$ cat src/hw/pfo_regs.svh
// Register offsets, field positions and reset values of the fault and override block.
// Assumes an 8-bit AXI4-Lite byte address, one aligned 32-bit word per register.
`ifndef PFO_REGS_SVH
`define PFO_REGS_SVH

// ----------------------------------------
// Offsets
// ----------------------------------------
`define PFO_OFS_CONTROL   8'h00
`define PFO_OFS_MODULUS   8'h04
`define PFO_OFS_DUTY      8'h08
`define PFO_OFS_FAULT_DISABLE_MAP    8'h0c
`define PFO_OFS_FCTRL     8'h10
`define PFO_OFS_FSTAT     8'h14
`define PFO_OFS_FACK      8'h18
`define PFO_OFS_MANOUT    8'h1c

// ----------------------------------------
// Fields and reset values
// ----------------------------------------
`define PFO_CTRL_ENABLE   0
`define PFO_CTRL_CENTER   1
`define PFO_CTRL_COMPL    2
`define PFO_CTRL_RATE_LO  3
`define PFO_CTRL_DT_LO    8
`define PFO_MAN_OVR_BIT   7
`define PFO_ACK_DT_LO     4
`define PFO_RST_MODULUS   12'h010
`define PFO_RST_DUTY      12'h008
`define PFO_RESP_OKAY     2'b00
`define PFO_RESP_SLVERR   2'b10

`endif

$ cat src/hw/pfo_pkg.sv
// Types shared by the fault and override block.
// Constants live in pfo_regs.svh; this package holds types only.
package pfo_pkg;

    typedef enum logic {PFO_UP, PFO_DOWN} pfo_dir_type;

    typedef struct packed {
        logic [7:0] dead;
        logic [1:0] rate;
        logic       compl_mode;
        logic       center;
        logic       enable;
    } pfo_ctrl_type;

endpackage : pfo_pkg

$ cat src/hw/pfo_top.sv
// Fault protection, current-sense monitor and manual output override of a six-output PWM unit.
// Assumes an AXI4-Lite master on clk and asynchronous fault and sense pins.
`timescale 1ns/1ps
`include "pfo_regs.svh"

// Function
// - Each fault pin has a mode bit, 1 automatic, 0 manual handling.
// - Per-pin interrupt enable; 1 lets a fault raise the interrupt request.
// - Fault protection acts regardless of interrupt enable, using the disable map.
// - Status bit reads the present level of each fault pin.
// - Sticky fault flag sets shortly after a rising edge on its pin.
// - Flag stays set until software writes 1 to its acknowledge bit.
// - Acknowledge bits read 0; writing 0 changes no flag.
// - Acknowledge register also shows read-only current-sense monitor bits.
// - Monitor bits capture sense pin just before dead-time ends, paired per pins.
// - Override enable 1 routes manual bits to dead-time stage instead of generator.
// - Generator keeps counting while override is active.
// - Clearing override returns generator outputs at once, no boundary wait.
// - Even manual bits, and all bits in independent mode, give active/inactive.
// - Complementary mode odd bit 1 gives complement of even partner, 0 inactive.
// - Counter advances one tick per clock, no prescaling.
// - Center-aligned period counts up to modulus and down, twice modulus ticks.
// - Edge-aligned period counts up only, modulus ticks.
// - Reload rate code 01 loads new parameters every two periods.
// - Eight-bit disable map is write-once until reset.
// - Module enable clear stops generator and floats pins unless override set.
// - Reload rate codes 00..11 reload every 1, 2, 4, 8 periods.
module pfo_top
    import pfo_pkg::*;
(
    input  wire logic        clk,            // 125 MHz bus clock
    input  wire logic        rst,            // Synchronous reset, high
    input  wire logic        ce,             // Clock enable, freezes all state
    input  wire logic [7:0]  s_axi_awaddr,   // Write address
    input  wire logic        s_axi_awvalid,  // Write address valid
    output logic             s_axi_awready,  // Write address ready
    input  wire logic [31:0] s_axi_wdata,    // Write data
    input  wire logic [3:0]  s_axi_wstrb,    // Write strobes
    input  wire logic        s_axi_wvalid,   // Write data valid
    output logic             s_axi_wready,   // Write data ready
    output logic [1:0]       s_axi_bresp,    // Write response
    output logic             s_axi_bvalid,   // Write response valid
    input  wire logic        s_axi_bready,   // Write response ready
    input  wire logic [7:0]  s_axi_araddr,   // Read address
    input  wire logic        s_axi_arvalid,  // Read address valid
    output logic             s_axi_arready,  // Read address ready
    output logic [31:0]      s_axi_rdata,    // Read data
    output logic [1:0]       s_axi_rresp,    // Read response
    output logic             s_axi_rvalid,   // Read data valid
    input  wire logic        s_axi_rready,   // Read data ready
    input  wire logic [3:0]  fault_pin,      // Fault inputs, high = fault
    input  wire logic [2:0]  current_sense,  // Sense pins a, b, c
    output logic [5:0]       pwm_out,        // PWM pin levels, high = active
    output logic [5:0]       pwm_oe,         // PWM pin drive enables
    output logic             irq             // Fault interrupt request
);

    // ----------------------------------------
    // Register state
    // ----------------------------------------
    pfo_ctrl_type ctrl_q;
    logic [11:0]  mod_buf_q, duty_buf_q, mod_act_q, duty_act_q;
    logic [7:0]   map_q;
    logic         map_locked_q;
    logic [7:0]   fctrl_q;
    logic [7:0]   manout_q;
    logic [3:0]   flt_flag_q, flt_hold_q;
    logic [5:0]   sense_mon_q;

    function automatic logic hit(input logic [7:0] a, input logic [7:0] ofs);
        return a[7:2] == ofs[7:2];
    endfunction : hit

    // ----------------------------------------
    // Pin synchronisers
    // ----------------------------------------
    // Three stages; a level counts once stages two and three agree.
    logic [6:0] pin_s1_q, pin_s2_q, pin_s3_q, pin_lvl_q;
    logic [6:0] pin_raw, pin_lvl_d;
    assign pin_raw = {current_sense, fault_pin};
    assign pin_lvl_d = (pin_s2_q & pin_s3_q) | (pin_lvl_q & (pin_s2_q | pin_s3_q));

    always_ff @(posedge clk) begin
        if (rst) begin
            pin_s1_q  <= 7'h00;
            pin_s2_q  <= 7'h00;
            pin_s3_q  <= 7'h00;
            pin_lvl_q <= 7'h00;
        end else if (ce) begin
            pin_s1_q  <= pin_raw;
            pin_s2_q  <= pin_s1_q;
            pin_s3_q  <= pin_s2_q;
            pin_lvl_q <= pin_lvl_d;
        end
    end

    logic [3:0] flt_lvl, flt_rise, flt_auto, flt_ien;
    logic [2:0] sense_lvl;
    assign flt_lvl   = pin_lvl_q[3:0];
    assign sense_lvl = pin_lvl_q[6:4];
    assign flt_rise  = pin_lvl_d[3:0] & ~pin_lvl_q[3:0];

    // ----------------------------------------
    // AXI4-Lite slave
    // ----------------------------------------
    logic        aw_held_q, w_held_q;
    logic [7:0]  aw_addr_q;
    logic [31:0] w_data_q;
    logic [3:0]  w_strb_q;
    logic        do_write, do_read, wr_known, rd_known, wlo;
    logic [31:0] rd_mux;

    assign s_axi_awready = ce & ~aw_held_q & ~s_axi_bvalid;
    assign s_axi_wready  = ce & ~w_held_q & ~s_axi_bvalid;
    assign s_axi_arready = ce & ~s_axi_rvalid;
    assign do_write = ce & aw_held_q & w_held_q & ~s_axi_bvalid;
    assign do_read  = s_axi_arvalid & s_axi_arready;
    assign wlo = do_write & w_strb_q[0];
    assign wr_known = aw_addr_q[7:5] == 3'b000;
    assign rd_known = s_axi_araddr[7:5] == 3'b000;

    // Flags are acknowledged only through byte lane 0.
    logic [3:0] ack_wr;
    assign ack_wr = (wlo && hit(aw_addr_q, `PFO_OFS_FACK)) ? w_data_q[3:0] : 4'h0;

    always_comb begin
        rd_mux = 32'h0000_0000;
        case (s_axi_araddr[4:2])
            3'd0:    rd_mux = {16'h0000, ctrl_q.dead, 3'b000, ctrl_q.rate, ctrl_q.compl_mode,
                               ctrl_q.center, ctrl_q.enable};
            3'd1:    rd_mux = {20'h00000, mod_buf_q};
            3'd2:    rd_mux = {20'h00000, duty_buf_q};
            3'd3:    rd_mux = {24'h000000, map_q};
            3'd4:    rd_mux = {24'h000000, fctrl_q};
            3'd5:    rd_mux = {24'h000000, flt_lvl[3], flt_flag_q[3], flt_lvl[2], flt_flag_q[2],
                               flt_lvl[1], flt_flag_q[1], flt_lvl[0], flt_flag_q[0]};
            3'd6:    rd_mux = {22'h000000, sense_mon_q, 4'h0};
            3'd7:    rd_mux = {24'h000000, manout_q};
            default: rd_mux = 32'h0000_0000;
        endcase
    end

    always_ff @(posedge clk) begin
        if (rst) begin
            aw_held_q    <= 1'b0;
            w_held_q     <= 1'b0;
            aw_addr_q    <= 8'h00;
            w_data_q     <= 32'h0000_0000;
            w_strb_q     <= 4'h0;
            s_axi_bvalid <= 1'b0;
            s_axi_bresp  <= `PFO_RESP_OKAY;
            s_axi_rvalid <= 1'b0;
            s_axi_rresp  <= `PFO_RESP_OKAY;
            s_axi_rdata  <= 32'h0000_0000;
        end else if (ce) begin
            if (s_axi_awvalid && s_axi_awready) begin
                aw_held_q <= 1'b1;
                aw_addr_q <= s_axi_awaddr;
            end
            if (s_axi_wvalid && s_axi_wready) begin
                w_held_q <= 1'b1;
                w_data_q <= s_axi_wdata;
                w_strb_q <= s_axi_wstrb;
            end
            if (do_write) begin
                aw_held_q    <= 1'b0;
                w_held_q     <= 1'b0;
                s_axi_bvalid <= 1'b1;
                s_axi_bresp  <= wr_known ? `PFO_RESP_OKAY : `PFO_RESP_SLVERR;
            end else if (s_axi_bready) begin
                s_axi_bvalid <= 1'b0;
            end
            if (do_read) begin
                s_axi_rvalid <= 1'b1;
                s_axi_rdata  <= rd_known ? rd_mux : 32'h0000_0000;
                s_axi_rresp  <= rd_known ? `PFO_RESP_OKAY : `PFO_RESP_SLVERR;
            end else if (s_axi_rready) begin
                s_axi_rvalid <= 1'b0;
            end
        end
    end

    // ----------------------------------------
    // Software registers
    // ----------------------------------------
    always_ff @(posedge clk) begin
        if (rst) begin
            ctrl_q       <= '0;
            mod_buf_q    <= `PFO_RST_MODULUS;
            duty_buf_q   <= `PFO_RST_DUTY;
            map_q        <= 8'h00;
            map_locked_q <= 1'b0;
            fctrl_q      <= 8'h00;
            manout_q     <= 8'h00;
        end else if (ce && wlo) begin
            if (hit(aw_addr_q, `PFO_OFS_CONTROL)) begin
                ctrl_q.enable     <= w_data_q[`PFO_CTRL_ENABLE];
                ctrl_q.center     <= w_data_q[`PFO_CTRL_CENTER];
                ctrl_q.compl_mode <= w_data_q[`PFO_CTRL_COMPL];
                ctrl_q.rate       <= w_data_q[`PFO_CTRL_RATE_LO +: 2];
                ctrl_q.dead       <= w_data_q[`PFO_CTRL_DT_LO +: 8];
            end
            if (hit(aw_addr_q, `PFO_OFS_MODULUS))
                mod_buf_q <= w_data_q[11:0];
            if (hit(aw_addr_q, `PFO_OFS_DUTY))
                duty_buf_q <= w_data_q[11:0];
            if (hit(aw_addr_q, `PFO_OFS_FAULT_DISABLE_MAP) && !map_locked_q) begin
                map_q        <= w_data_q[7:0];
                map_locked_q <= 1'b1;
            end
            if (hit(aw_addr_q, `PFO_OFS_FCTRL))
                fctrl_q <= w_data_q[7:0];
            if (hit(aw_addr_q, `PFO_OFS_MANOUT))
                manout_q <= w_data_q[7:0];
        end
    end

    genvar gi;
    generate
        for (gi = 0; gi < 4; gi++) begin : g_fbits
            assign flt_auto[gi] = fctrl_q[2*gi];
            assign flt_ien[gi]  = fctrl_q[2*gi+1];
        end
    endgenerate

    // ----------------------------------------
    // PWM counter and reload
    // ----------------------------------------
    pfo_dir_type dir_q;
    logic [11:0] cnt_q;
    logic [2:0]  prd_cnt_q;
    logic [3:0]  rate_len;
    logic        boundary, reload;

    assign rate_len = 4'h1 << ctrl_q.rate;
    assign boundary = ctrl_q.enable &&
                      (ctrl_q.center ? (dir_q == PFO_DOWN && cnt_q <= 12'h001)
                                     : (cnt_q + 12'h001 >= mod_act_q));
    assign reload = boundary && ({1'b0, prd_cnt_q} + 4'h1 >= rate_len);

    always_ff @(posedge clk) begin
        if (rst) begin
            dir_q      <= PFO_UP;
            cnt_q      <= 12'h000;
            prd_cnt_q  <= 3'h0;
            mod_act_q  <= `PFO_RST_MODULUS;
            duty_act_q <= `PFO_RST_DUTY;
        end else if (ce) begin
            if (!ctrl_q.enable) begin
                // Stopped generator tracks the buffers so the first period uses fresh values.
                dir_q      <= PFO_UP;
                cnt_q      <= 12'h000;
                prd_cnt_q  <= 3'h0;
                mod_act_q  <= mod_buf_q;
                duty_act_q <= duty_buf_q;
            end else begin
                // Edge mode counts up only, even when switched over in mid-count.
                case (ctrl_q.center ? dir_q : PFO_UP)
                    PFO_UP: begin
                        if (!ctrl_q.center && cnt_q + 12'h001 >= mod_act_q) begin
                            cnt_q <= 12'h000;
                        end else begin
                            cnt_q <= cnt_q + 12'h001;
                            if (ctrl_q.center && cnt_q + 12'h001 >= mod_act_q)
                                dir_q <= PFO_DOWN;
                        end
                    end
                    PFO_DOWN: begin
                        cnt_q <= (cnt_q == 12'h000) ? 12'h000 : cnt_q - 12'h001;
                        if (cnt_q <= 12'h001)
                            dir_q <= PFO_UP;
                    end
                    default: dir_q <= PFO_UP;
                endcase
                if (boundary)
                    prd_cnt_q <= reload ? 3'h0 : prd_cnt_q + 3'h1;
                if (reload) begin
                    mod_act_q  <= mod_buf_q;
                    duty_act_q <= duty_buf_q;
                end
            end
        end
    end

    // ----------------------------------------
    // Faults
    // ----------------------------------------
    always_ff @(posedge clk) begin
        if (rst) begin
            flt_flag_q <= 4'h0;
            flt_hold_q <= 4'h0;
        end else if (ce) begin
            // Set wins over a simultaneous acknowledge.
            flt_flag_q <= flt_rise | (flt_flag_q & ~ack_wr);
            for (int i = 0; i < 4; i++) begin
                if (flt_lvl[i])
                    flt_hold_q[i] <= 1'b1;
                else if (flt_auto[i] ? (boundary || !ctrl_q.enable) : !flt_flag_q[i])
                    flt_hold_q[i] <= 1'b0;
            end
        end
    end

    assign irq = |(flt_flag_q & flt_ien);

    // ----------------------------------------
    // Source select, dead-time and pins
    // ----------------------------------------
    logic       ovr;
    logic [5:0] gen_raw, man_raw, src, dt_out_q, pwm_q, kill;
    assign ovr = manout_q[`PFO_MAN_OVR_BIT];
    assign kill = (|flt_hold_q) ? map_q[5:0] : 6'h00;

    generate
        for (gi = 0; gi < 3; gi++) begin : g_pair
            logic       top_on;
            logic [7:0] dt_q;
            logic [1:0] dto_q, mon_q;
            assign dt_out_q[2*gi +: 2]    = dto_q;
            assign sense_mon_q[2*gi +: 2] = mon_q;
            assign top_on = cnt_q < duty_act_q;
            assign gen_raw[2*gi]   = top_on;
            assign gen_raw[2*gi+1] = ctrl_q.compl_mode ? ~top_on : top_on;
            assign man_raw[2*gi]   = manout_q[2*gi];
            assign man_raw[2*gi+1] = ctrl_q.compl_mode ? (manout_q[2*gi+1] & ~manout_q[2*gi])
                                                       : manout_q[2*gi+1];
            // Mux has no boundary wait, so clearing override takes effect next cycle.
            assign src[2*gi +: 2] = ovr ? man_raw[2*gi +: 2] : gen_raw[2*gi +: 2];

            always_ff @(posedge clk) begin
                if (rst) begin
                    dto_q <= 2'b00;
                    dt_q  <= 8'h00;
                    mon_q <= 2'b00;
                end else if (ce) begin
                    if (!ctrl_q.compl_mode) begin
                        dto_q <= src[2*gi +: 2];
                        dt_q  <= 8'h00;
                    end else if (src[2*gi +: 2] == dto_q) begin
                        dt_q <= ctrl_q.dead;
                    end else if (|(dto_q & ~src[2*gi +: 2])) begin
                        dto_q <= dto_q & src[2*gi +: 2];
                        dt_q  <= ctrl_q.dead;
                    end else if (dt_q != 8'h00) begin
                        dt_q <= dt_q - 8'h01;
                    end else begin
                        // Dead-time ends here: catch the sense level of the output turning on.
                        dto_q <= src[2*gi +: 2];
                        for (int j = 0; j < 2; j++)
                            if (src[2*gi+j] && !dto_q[j])
                                mon_q[j] <= sense_lvl[gi];
                    end
                end
            end
        end
    endgenerate

    always_ff @(posedge clk) begin
        if (rst) begin
            pwm_q  <= 6'h00;
            pwm_oe <= 6'h00;
        end else if (ce) begin
            pwm_q  <= dt_out_q & ~kill;
            pwm_oe <= {6{ctrl_q.enable | ovr}};
        end
    end
    assign pwm_out = pwm_q;

    // ----------------------------------------
    // Assertions
    // ----------------------------------------
    logic rd_ack_q;
    always_ff @(posedge clk) begin
        if (rst)
            rd_ack_q <= 1'b0;
        else if (do_read)
            rd_ack_q <= hit(s_axi_araddr, `PFO_OFS_FACK);
    end

    property p_flag_set;
        @(posedge clk) disable iff (rst) (ce && flt_rise[0]) |=> flt_flag_q[0];
    endproperty
    a_flag_set: assert property (p_flag_set) else $error("fault flag not set after edge");

    property p_flag_hold;
        @(posedge clk) disable iff (rst) (flt_flag_q[1] && !ack_wr[1]) |=> flt_flag_q[1];
    endproperty
    a_flag_hold: assert property (p_flag_hold) else $error("fault flag lost without ack");

    property p_ack_zero;
        @(posedge clk) disable iff (rst) (s_axi_rvalid && rd_ack_q) |-> s_axi_rdata[3:0] == 4'h0;
    endproperty
    a_ack_zero: assert property (p_ack_zero) else $error("ack bits read nonzero");

    property p_irq;
        @(posedge clk) disable iff (rst) (ce && flt_rise[2] && flt_ien[2]) |=> irq;
    endproperty
    a_irq: assert property (p_irq) else $error("enabled fault raised no interrupt");

    property p_kill;
        @(posedge clk) disable iff (rst) (ce && flt_hold_q[0] && map_q[0]) |=> (!pwm_out[0] || !$past(ce));
    endproperty
    a_kill: assert property (p_kill) else $error("mapped pin driven during fault");

    property p_map_once;
        @(posedge clk) disable iff (rst) map_locked_q |=> (map_locked_q && $stable(map_q));
    endproperty
    a_map_once: assert property (p_map_once) else $error("disable map rewritten");

    property p_edge_wrap;
        @(posedge clk) disable iff (rst)
            (ce && ctrl_q.enable && !ctrl_q.center && cnt_q + 12'h001 == mod_act_q) |=> cnt_q == 12'h000;
    endproperty
    a_edge_wrap: assert property (p_edge_wrap) else $error("edge counter missed wrap");

    property p_center_turn;
        @(posedge clk) disable iff (rst)
            (ce && ctrl_q.enable && ctrl_q.center && dir_q == PFO_DOWN && cnt_q == 12'h001)
            |=> (cnt_q == 12'h000 && dir_q == PFO_UP);
    endproperty
    a_center_turn: assert property (p_center_turn) else $error("center counter missed turn");

    property p_ovr_runs;
        @(posedge clk) disable iff (rst)
            (ce && ovr && ctrl_q.enable && !ctrl_q.center && mod_act_q > 12'h001) |=> cnt_q != $past(cnt_q);
    endproperty
    a_ovr_runs: assert property (p_ovr_runs) else $error("counter stopped under override");

endmodule : pfo_top

$ cat config.mk
export PLATFORM = sky130hd
export DESIGN_NAME = pfo_top
export DESIGN_NICKNAME = d
export VERILOG_FILES = /design/src/hw/pfo_pkg.sv /design/src/hw/pfo_top.sv
export VERILOG_INCLUDE_DIRS = /design/src /design/src/hw
export SDC_FILE = /design/constraint.sdc
export NUM_CORES = 1
export LEC_CHECK = 0
export BUFFER_PORTS_ARGS = -buffer_cell sky130_fd_sc_hd__buf_2
export CAP_MARGIN = 20
export CORE_ASPECT_RATIO = 1.2
export CORE_MARGIN = 1.5
export CORE_UTILIZATION = 55
export DETAILED_ROUTE_END_ITERATION = 10
export HOLD_SLACK_MARGIN = 0.03
export PLACE_DENSITY = 0.8
export SLEW_MARGIN = 5
export SYNTH_ARGS = -nofsm -noshare
export SYNTH_HDL_FRONTEND = slang
export SYNTH_SLANG_ARGS = --single-unit
$ cat constraint.sdc
create_clock -name clk -period 4.9 [get_ports clk]
set_input_delay 0.49 -clock clk [delete_from_list [all_inputs] [get_ports clk]]
set_output_delay 0.49 -clock clk [all_outputs]
set_load 0.01 [all_outputs]
==> Yosys cells after proc, flatten, opt, wreduce, memory -nomap -nowiden <==
Index checks and enable logic that the tools add are counted.
{ "classes": {"n_addsub": 7, "mul": 0, "div_mod_pow": 0, "n_lt_le_gt_ge": 4, "eq_ne": 30, "n_shift": 1, "n_mux": 75, "n_bitwise": 53, "reduce_logical": 84} }
{ "ops": {"columns": ["op", "n"], "rows": [
  ["$pmux W32 S8", 1],
  ["$mux W8", 12],
  ["$mux W12", 7],
  ["$reduce_and A2 Y1", 23],
  ["$reduce_and A6 Y1", 6],
  ["$mux W2", 17],
  ["$mux W32", 1],
  ["$mux W1", 30],
  ["$pmux W12 S2", 1],
  ["$reduce_bool A8 Y1", 3],
  ["$sub A8 B1 Y8 const B", 3],
  ["$eq A6 B3 Y1 const B", 3],
  ["$ne A3 B3 Y1 const B", 6],
  ["$not A1 Y1", 18],
  ["$logic_and A1 B1 Y1", 16],
  ["$reduce_bool A2 Y1", 8],
  ["$and A7 B7 Y7", 2],
  ["$or A7 B7 Y7", 2],
  ["$and A1 B1 Y1", 13],
  ["$logic_not A1 Y1", 13],
  ["$add A12 B1 Y12 const B", 1],
  ["$and A2 B2 Y2", 6],
  ["$and A4 B4 Y4", 3],
  ["$eq A3 B3 Y1 const B", 4],
  ["other kinds (34)", 55]
]} }
{ "totals": {"reg_bits": 246, "latchBits": 0, "ramBits": 0, "mem_bits_ro": 0, "input_bits": 67, "output_inout_bits": 54, "memories": 0} }

==> Depth between registers and ports, before layout <==
{ "depth": {"word_depth": 10, "ltp_mapped": 18} }

==> Worst setup path after synthesis <==
No wires, ideal clock.
{ "synth_timing": {"kind": "reg-to-reg", "start": "reg cnt_q[5]", "end": "reg g_pair[1].dt_q[0]", "arrival_ns": 3.533, "t_required_ns": 4.772, "setup_slack_ns": 1.239, "stages_incl_launch_ff": 16, "period_less_slack_ns": 3.661, "path_cell_list": "dfxtp_1 -> ha_1 -> a21oi_1 -> nor2_1 -> a211oi_1 -> a21oi_1 -> or2_2 -> xnor2_1 -> o21a_1 -> ha_1 -> a211oi_1 -> nand2_1 -> o21ai_0 -> a21oi_1 -> a22oi_1 -> nor2_1"} }
{ "synth_between": {"elab_chain_len": 10, "word_cells_on_any_way": 13, "classes_between": "1 x order compare; 2 x eq/ne; 5 x mux; 3 x bitwise; 2 x reduce/logical"} }
{ "synth_lines": {"columns": ["element", "line_no", "source"], "rows": [
  ["start: declaration", "pfo_top.sv:230", "logic [11:0] cnt_q;"],
  ["start signal: assignment", "pfo_top.sv:263", "cnt_q <= cnt_q + 12'h001;"],
  ["start signal: assignment", "pfo_top.sv:269", "cnt_q <= (cnt_q == 12'h000) ? 12'h000 : cnt_q - 12'h001;"],
  ["$lt A12 B12 Y1 *", "pfo_top.sv:321", "assign top_on = cnt_q < duty_act_q;"],
  ["$not A1 Y1", "pfo_top.sv:323", "assign gen_raw[2*gi+1] = ctrl_q.compl_mode ? ~top_on : top_on;"],
  ["$mux W1", "pfo_top.sv:323", null],
  ["$mux W2 *", "pfo_top.sv:328", "assign src[2*gi +: 2] = ovr ? man_raw[2*gi +: 2] : gen_raw[2*gi +: 2];"],
  ["$not A2 Y2", "pfo_top.sv:341", "end else if (|(dto_q & ~src[2*gi +: 2])) begin"],
  ["$and A2 B2 Y2", "pfo_top.sv:341", null],
  ["$reduce_or A2 Y1", "pfo_top.sv:341", null],
  ["$mux W8", "pfo_top.sv:341", null],
  ["$mux W8", "pfo_top.sv:339", "end else if (src[2*gi +: 2] == dto_q) begin"],
  ["$mux W8", "pfo_top.sv:336", "if (!ctrl_q.compl_mode) begin"],
  ["end signal: assignment", "pfo_top.sv:340", "dt_q <= ctrl_q.dead;"],
  ["end signal: assignment", "pfo_top.sv:343", "dt_q <= ctrl_q.dead;"],
  ["end signal: assignment", "pfo_top.sv:345", "dt_q <= dt_q - 8'h01;"],
  ["end: declaration", "pfo_top.sv:317", "logic [7:0] dt_q;"]
]} }
Mark *: on every way between the ends. The rest lies on a longest branch, timed or not.
A chain may end at the register's enable or synchronous reset.

==> Final worst setup path <==
{ "layout_timing": {"start": "reg cnt_q[2]", "end": "reg cnt_q[3]"} }
{ "layout_between": {"elab_chain_len": 6, "word_cells_on_any_way": 9, "classes_between": "2 x add/sub; 1 x order compare; 4 x mux; 2 x reduce/logical"} }
{ "layout_lines": {"columns": ["element", "line_no", "source"], "rows": [
  ["$add A12 B1 Y12", "pfo_top.sv:260, pfo_top.sv:263", null],
  ["$ge A12 B12 Y1", "pfo_top.sv:260", "if (!ctrl_q.center && cnt_q + 12'h001 >= mod_act_q) begin"],
  ["$logic_and A1 B1 Y1", "pfo_top.sv:260", null],
  ["$mux W12", "pfo_top.sv:260", null],
  ["$pmux W12 S2 *", "pfo_top.sv:258", "case (ctrl_q.center ? dir_q : PFO_UP)"],
  ["$mux W12 *", "pfo_top.sv:249", "if (!ctrl_q.enable) begin"]
]} }
Marks and branches as above.

==> results <==
- Dividing the synthesized area by the synthesized cell count gives 7.97 um2.
- The number of filler instances in the final layout is about 1800.
- The total clock buffers created by CTS is 23.
- Using the TritonRoute via totals, the vias-per-cell ratio works out to ~6.0.
- Of the total power, combinational logic draws 0.056.
- Clock tree synthesis selected as its root buffer the cell sky130_fd_sc_hd__clkbuf_16.
- The endpoint arrival time on the critical path is 4590 ps.
- The number of enable-type register cells in the synthesized netlist is 0.
- The congestion estimate from routability-driven global placement came to 0.916.
- The sequential share of power is 0.476.
- The total count of max-transition violations in the final report is 0.
- In this run the number of H-tree levels came out at 1.
- The highest attainable clock frequency is about 240 MHz.
- The area inside the core boundary is 20400 um2.
- The worst setup path is captured at a register.
- Setup repair after global routing left no endpoint under its margin.
- For this run, the detailed router's first-pass iteration total came to 5.
- The power per cell area is about 310 nW/um2.
- The worst-case IR drop observed on VDD is 0.316 mV.
- The flow ran to the end, and the final reports show no timing, DRC or antenna violations.
- In this design, the stage delay of the slowest critical-path cell is 650 ps.
- Max-cap violations in this run came to 0.
- The floorplan has 57 rows.
- The number of hold-slack violations in the final timing report is 0.
- The number of endpoints failing setup at the final stage is 0.
- The classification of the worst setup path is reg -> reg.
- The number of antenna diodes in the final layout is 0.
- The share of total power consumed by net switching is 0.232.
- The cell type with the largest total area after synthesis is sky130_fd_sc_hd__dfxtp_1.
- Traced cell by cell, the critical path runs through nand3_1, nor4_1, nand3_1, nor2_1, xnor2_1, ha_1, a21oi_1, o21a_1, nor2_1, or4_1, nor2_1, a21oi_1, o21ai_1.
- Of the cells placed in the final design, the portion with a size suffix greater than 1 is 0.109.
- The element type at the critical path start is a register.
- The share of the core filled with cells in the final layout is 0.623.
- The floorplan step defined a die boundary enclosing between 20000 and 25000 um2.
- The wire length of the first global-routing pass is between 40000 and 50000 um.
- The smallest clock period supported by the final layout is computed as 4150 ps.
- ~120 I/O pins were placed.
- The post-route clock period utilization is 0.847.
- The detailed-route DRC error count is 0.
- The post-synthesis sequential element count is 226.
- The die outline height is ~160 um.
- The cell type of the slowest stage on the worst timing path is sky130_fd_sc_hd__or4_1.
- The instance count of the mapped netlist is ~1400.
- The worst max-slew margin expressed relative to the limit is 0.261.
- The commonest cells after synthesis are sky130_fd_sc_hd__nand2_1, sky130_fd_sc_hd__dfxtp_1, sky130_fd_sc_hd__nor2_1.
- The number of buffer and inverter instances along the worst setup path is 0.
- Global routing finished with a remaining overflow of 0.
- The number of distinct standard cells referenced by the synthesized netlist is 70.
- The overall routing resource usage is 0.276.
- The cell seen most often among critical-path stages is sky130_fd_sc_hd__nor2_1.
- For this design, the sink count on the clock tree is 226.
- The number of gates resized after CTS is 0.
- The pin count of the biggest net entering global routing is between 90 and 100.
- The leakage power is slightly above 5 nW.
- The aggregate routed wire length is just over 30000 um.
- The async set-or-reset flop fraction in the synthesized netlist is 0.
- The portion of the post-synthesis area used by sequential elements is 0.394.
- The initial antenna violation count came to 0.
- The share of synthesized area in the top cell type comes to 0.394.
- After routing, the total negative slack on setup checks comes to 0 ps.
- The wire-length estimate of the detail-placed layout is around 21000 um.
- The final routed wire length divided by cell count is 17.2 um.
- The first routing iteration left 923 violations.
- By area the synthesized netlist is led by sky130_fd_sc_hd__dfxtp_1, sky130_fd_sc_hd__nand2_1, sky130_fd_sc_hd__mux2i_1, sky130_fd_sc_hd__a21oi_1, sky130_fd_sc_hd__nor2_1.
- The horizontal die dimension is 135 um.
- The final clock skew is ~9.6 ps.
- Yosys printed 0 warnings.
- The clock latency reported for the late side of the worst-skew pair is between 500 and 600 ps.
- The clock transition at the register clock pins on the worst setup and hold paths after CTS is approximately 60 ps.
- The area growth from synthesis to layout is 10.6%.
- In this run, post-CTS hold repair placed 0 buffers.
- For this run, the leading register cell type out of synthesis is sky130_fd_sc_hd__dfxtp_1.
- The final-stage net count is 1594.
- In this run the worst path has a maximum fanout of 11.
- The via count of the first global-routing pass was ~9700.
- Buffers added to address setup during post-CTS repair amount to 0.
- For the pin with the worst max-slew slack, the measured transition is between 1000 and 1500 ps.
- The number of nets with antenna violations after detailed routing is 0.
- The largest buffer count on any clock path is 3.
- The worst hold path class is in -> reg.
- Summing every instance area after synthesis gives roughly 11000 um2.
- The most frequent cell after synthesis is sky130_fd_sc_hd__nand2_1.
- The share of total power dissipated in the clock network is 0.468.
- TritonCTS built the clock tree.
- The number of I/O port buffers is 79.
- The initial core utilization is 0.563.
- The net switching power is 0.000924 W.
- The cell family contributing the most delay on the critical path is simple AND/OR/NAND/NOR gates.
- The vias after detailed routing is about 10000.
- The internal power of the cells is ~0.003 W.
- Data on the critical path is required at its endpoint by 5340 ps.
[flip-flops by register name, indices dropped and copies added (netlist names), 12 cells and up]
signal       flops
cnt_q           12
mod_buf_q       12
duty_buf_q      12
mod_act_q       12
g_pair.dt_q     24
s_axi_rdata     16
duty_act_q      12
w_data_q        16
ctrl_q          13
[path summary, 6_finish.rpt]
kind / startpoint / endpoint / slack (ps) / cells after the start
worst max-delay path: cnt_q[2]$_SDFFE_PP0P_ / cnt_q[3]$_SDFFE_PP0P_ / 750 / 13
worst min-delay path: current_sense[0] / pin_s1_q[4]$_SDFFE_PP0P_ / 210 / 3
worst max register to register: cnt_q[2]$_SDFFE_PP0P_ / cnt_q[3]$_SDFFE_PP0P_ / 750 / 13
worst min register to register: w_data_q[13]$_SDFFE_PP0P_ / w_data_q[13]$_SDFFE_PP0P_ / 450 / 2
[layout by cell type (no fill, tap or decap), drive strengths merged, types with 6 or more instances in the layout]
master   count
nand2      230
dfxtp      226
nor2       182
a21oi      153
buf         93
mux2i       83
o21ai       68
inv         64
ha          53
nand3       47
clkbuf      31
nor3        27
a211oi      22
xnor2       19
conb        18
or3         13
a22oi       13
a21o         9
o21a         8
o2111ai      8
and3         7
a221oi       7
nor4         7
nor2b        6
o41ai        6
o211ai       6
or4          6
[power by group through the flow]
stage	clock [W]	combinational (W)	sequential, W
finish	0.00186	0.000222	0.00189
global route	0.00195	0.000245	0.00189
CTS	0.00187	0.000219	0.00189
detailed placement	0	0.000218	0.00193
global placement	0	0.000214	0.00193
floorplan	0	0.000169	0.00192
[cell type report]
cell class                 instances  area [um2]  share of cell area
sequential                       226        4520               0.356
inverter                          63         236              0.0186
multi-input combinational       1067        6290               0.496
clock inverter                    11         143              0.0112
tap                              265         332              0.0261
timing repair buffer              93         507              0.0399
clock buffer                      31         666              0.0524
[through the flow]
| stage | setup slack, ps | area [um2] | cells | hold slack [ps] | total power, W |
|---|---|---|---|---|---|
| after floorplan | 1240 | 11500 | 1459 | 432 | 0.00209 |
| after global placement | 898 | 11900 | 1713 | 440 | 0.00214 |
| after detailed placement | 831 | 11900 | 1714 | 445 | 0.00215 |
| after CTS | 827 | 12700 | 1756 | 207 | 0.00398 |
| after global routing | 316 | 12700 | 1756 | 209 | 0.00409 |
| final | 750 | 12700 | 1756 | 212 | 0.00397 |
[worst min-delay path: stages]
cell,delay (ps)
sky130_fd_sc_hd__buf_2,70
sky130_fd_sc_hd__mux2i_1,50
sky130_fd_sc_hd__nor2_1,70
[per-layer routing]
layer  track usage  vias to the layer above  routed length [um]
met3        0.0358                       95                2360
met4         0.129                        0                1330
met1         0.362                     4902               12600
li1              -                     5016                   -
met5             0                        -                   0
met2         0.452                      455               14000
[cell families (layout without fill, tap and decap cells)]
logic type | after synthesis | after routing | share of synthesized area
xor gates and xnor gates | 21 | 21 | 0.0160
muxes | 88 | 88 | 0.0782
adders and majority gates | 53 | 53 | 0.0577
buffers and inverters | 166 | 198 | 0.0652
DFF | 226 | 226 | 0.394
and+or+nand+nor | 552 | 552 | 0.210
AOI/OAI and AO/OA | 335 | 335 | 0.179
other | 1 | 18 | 0.000326
(Power assumes the default switching activity.)
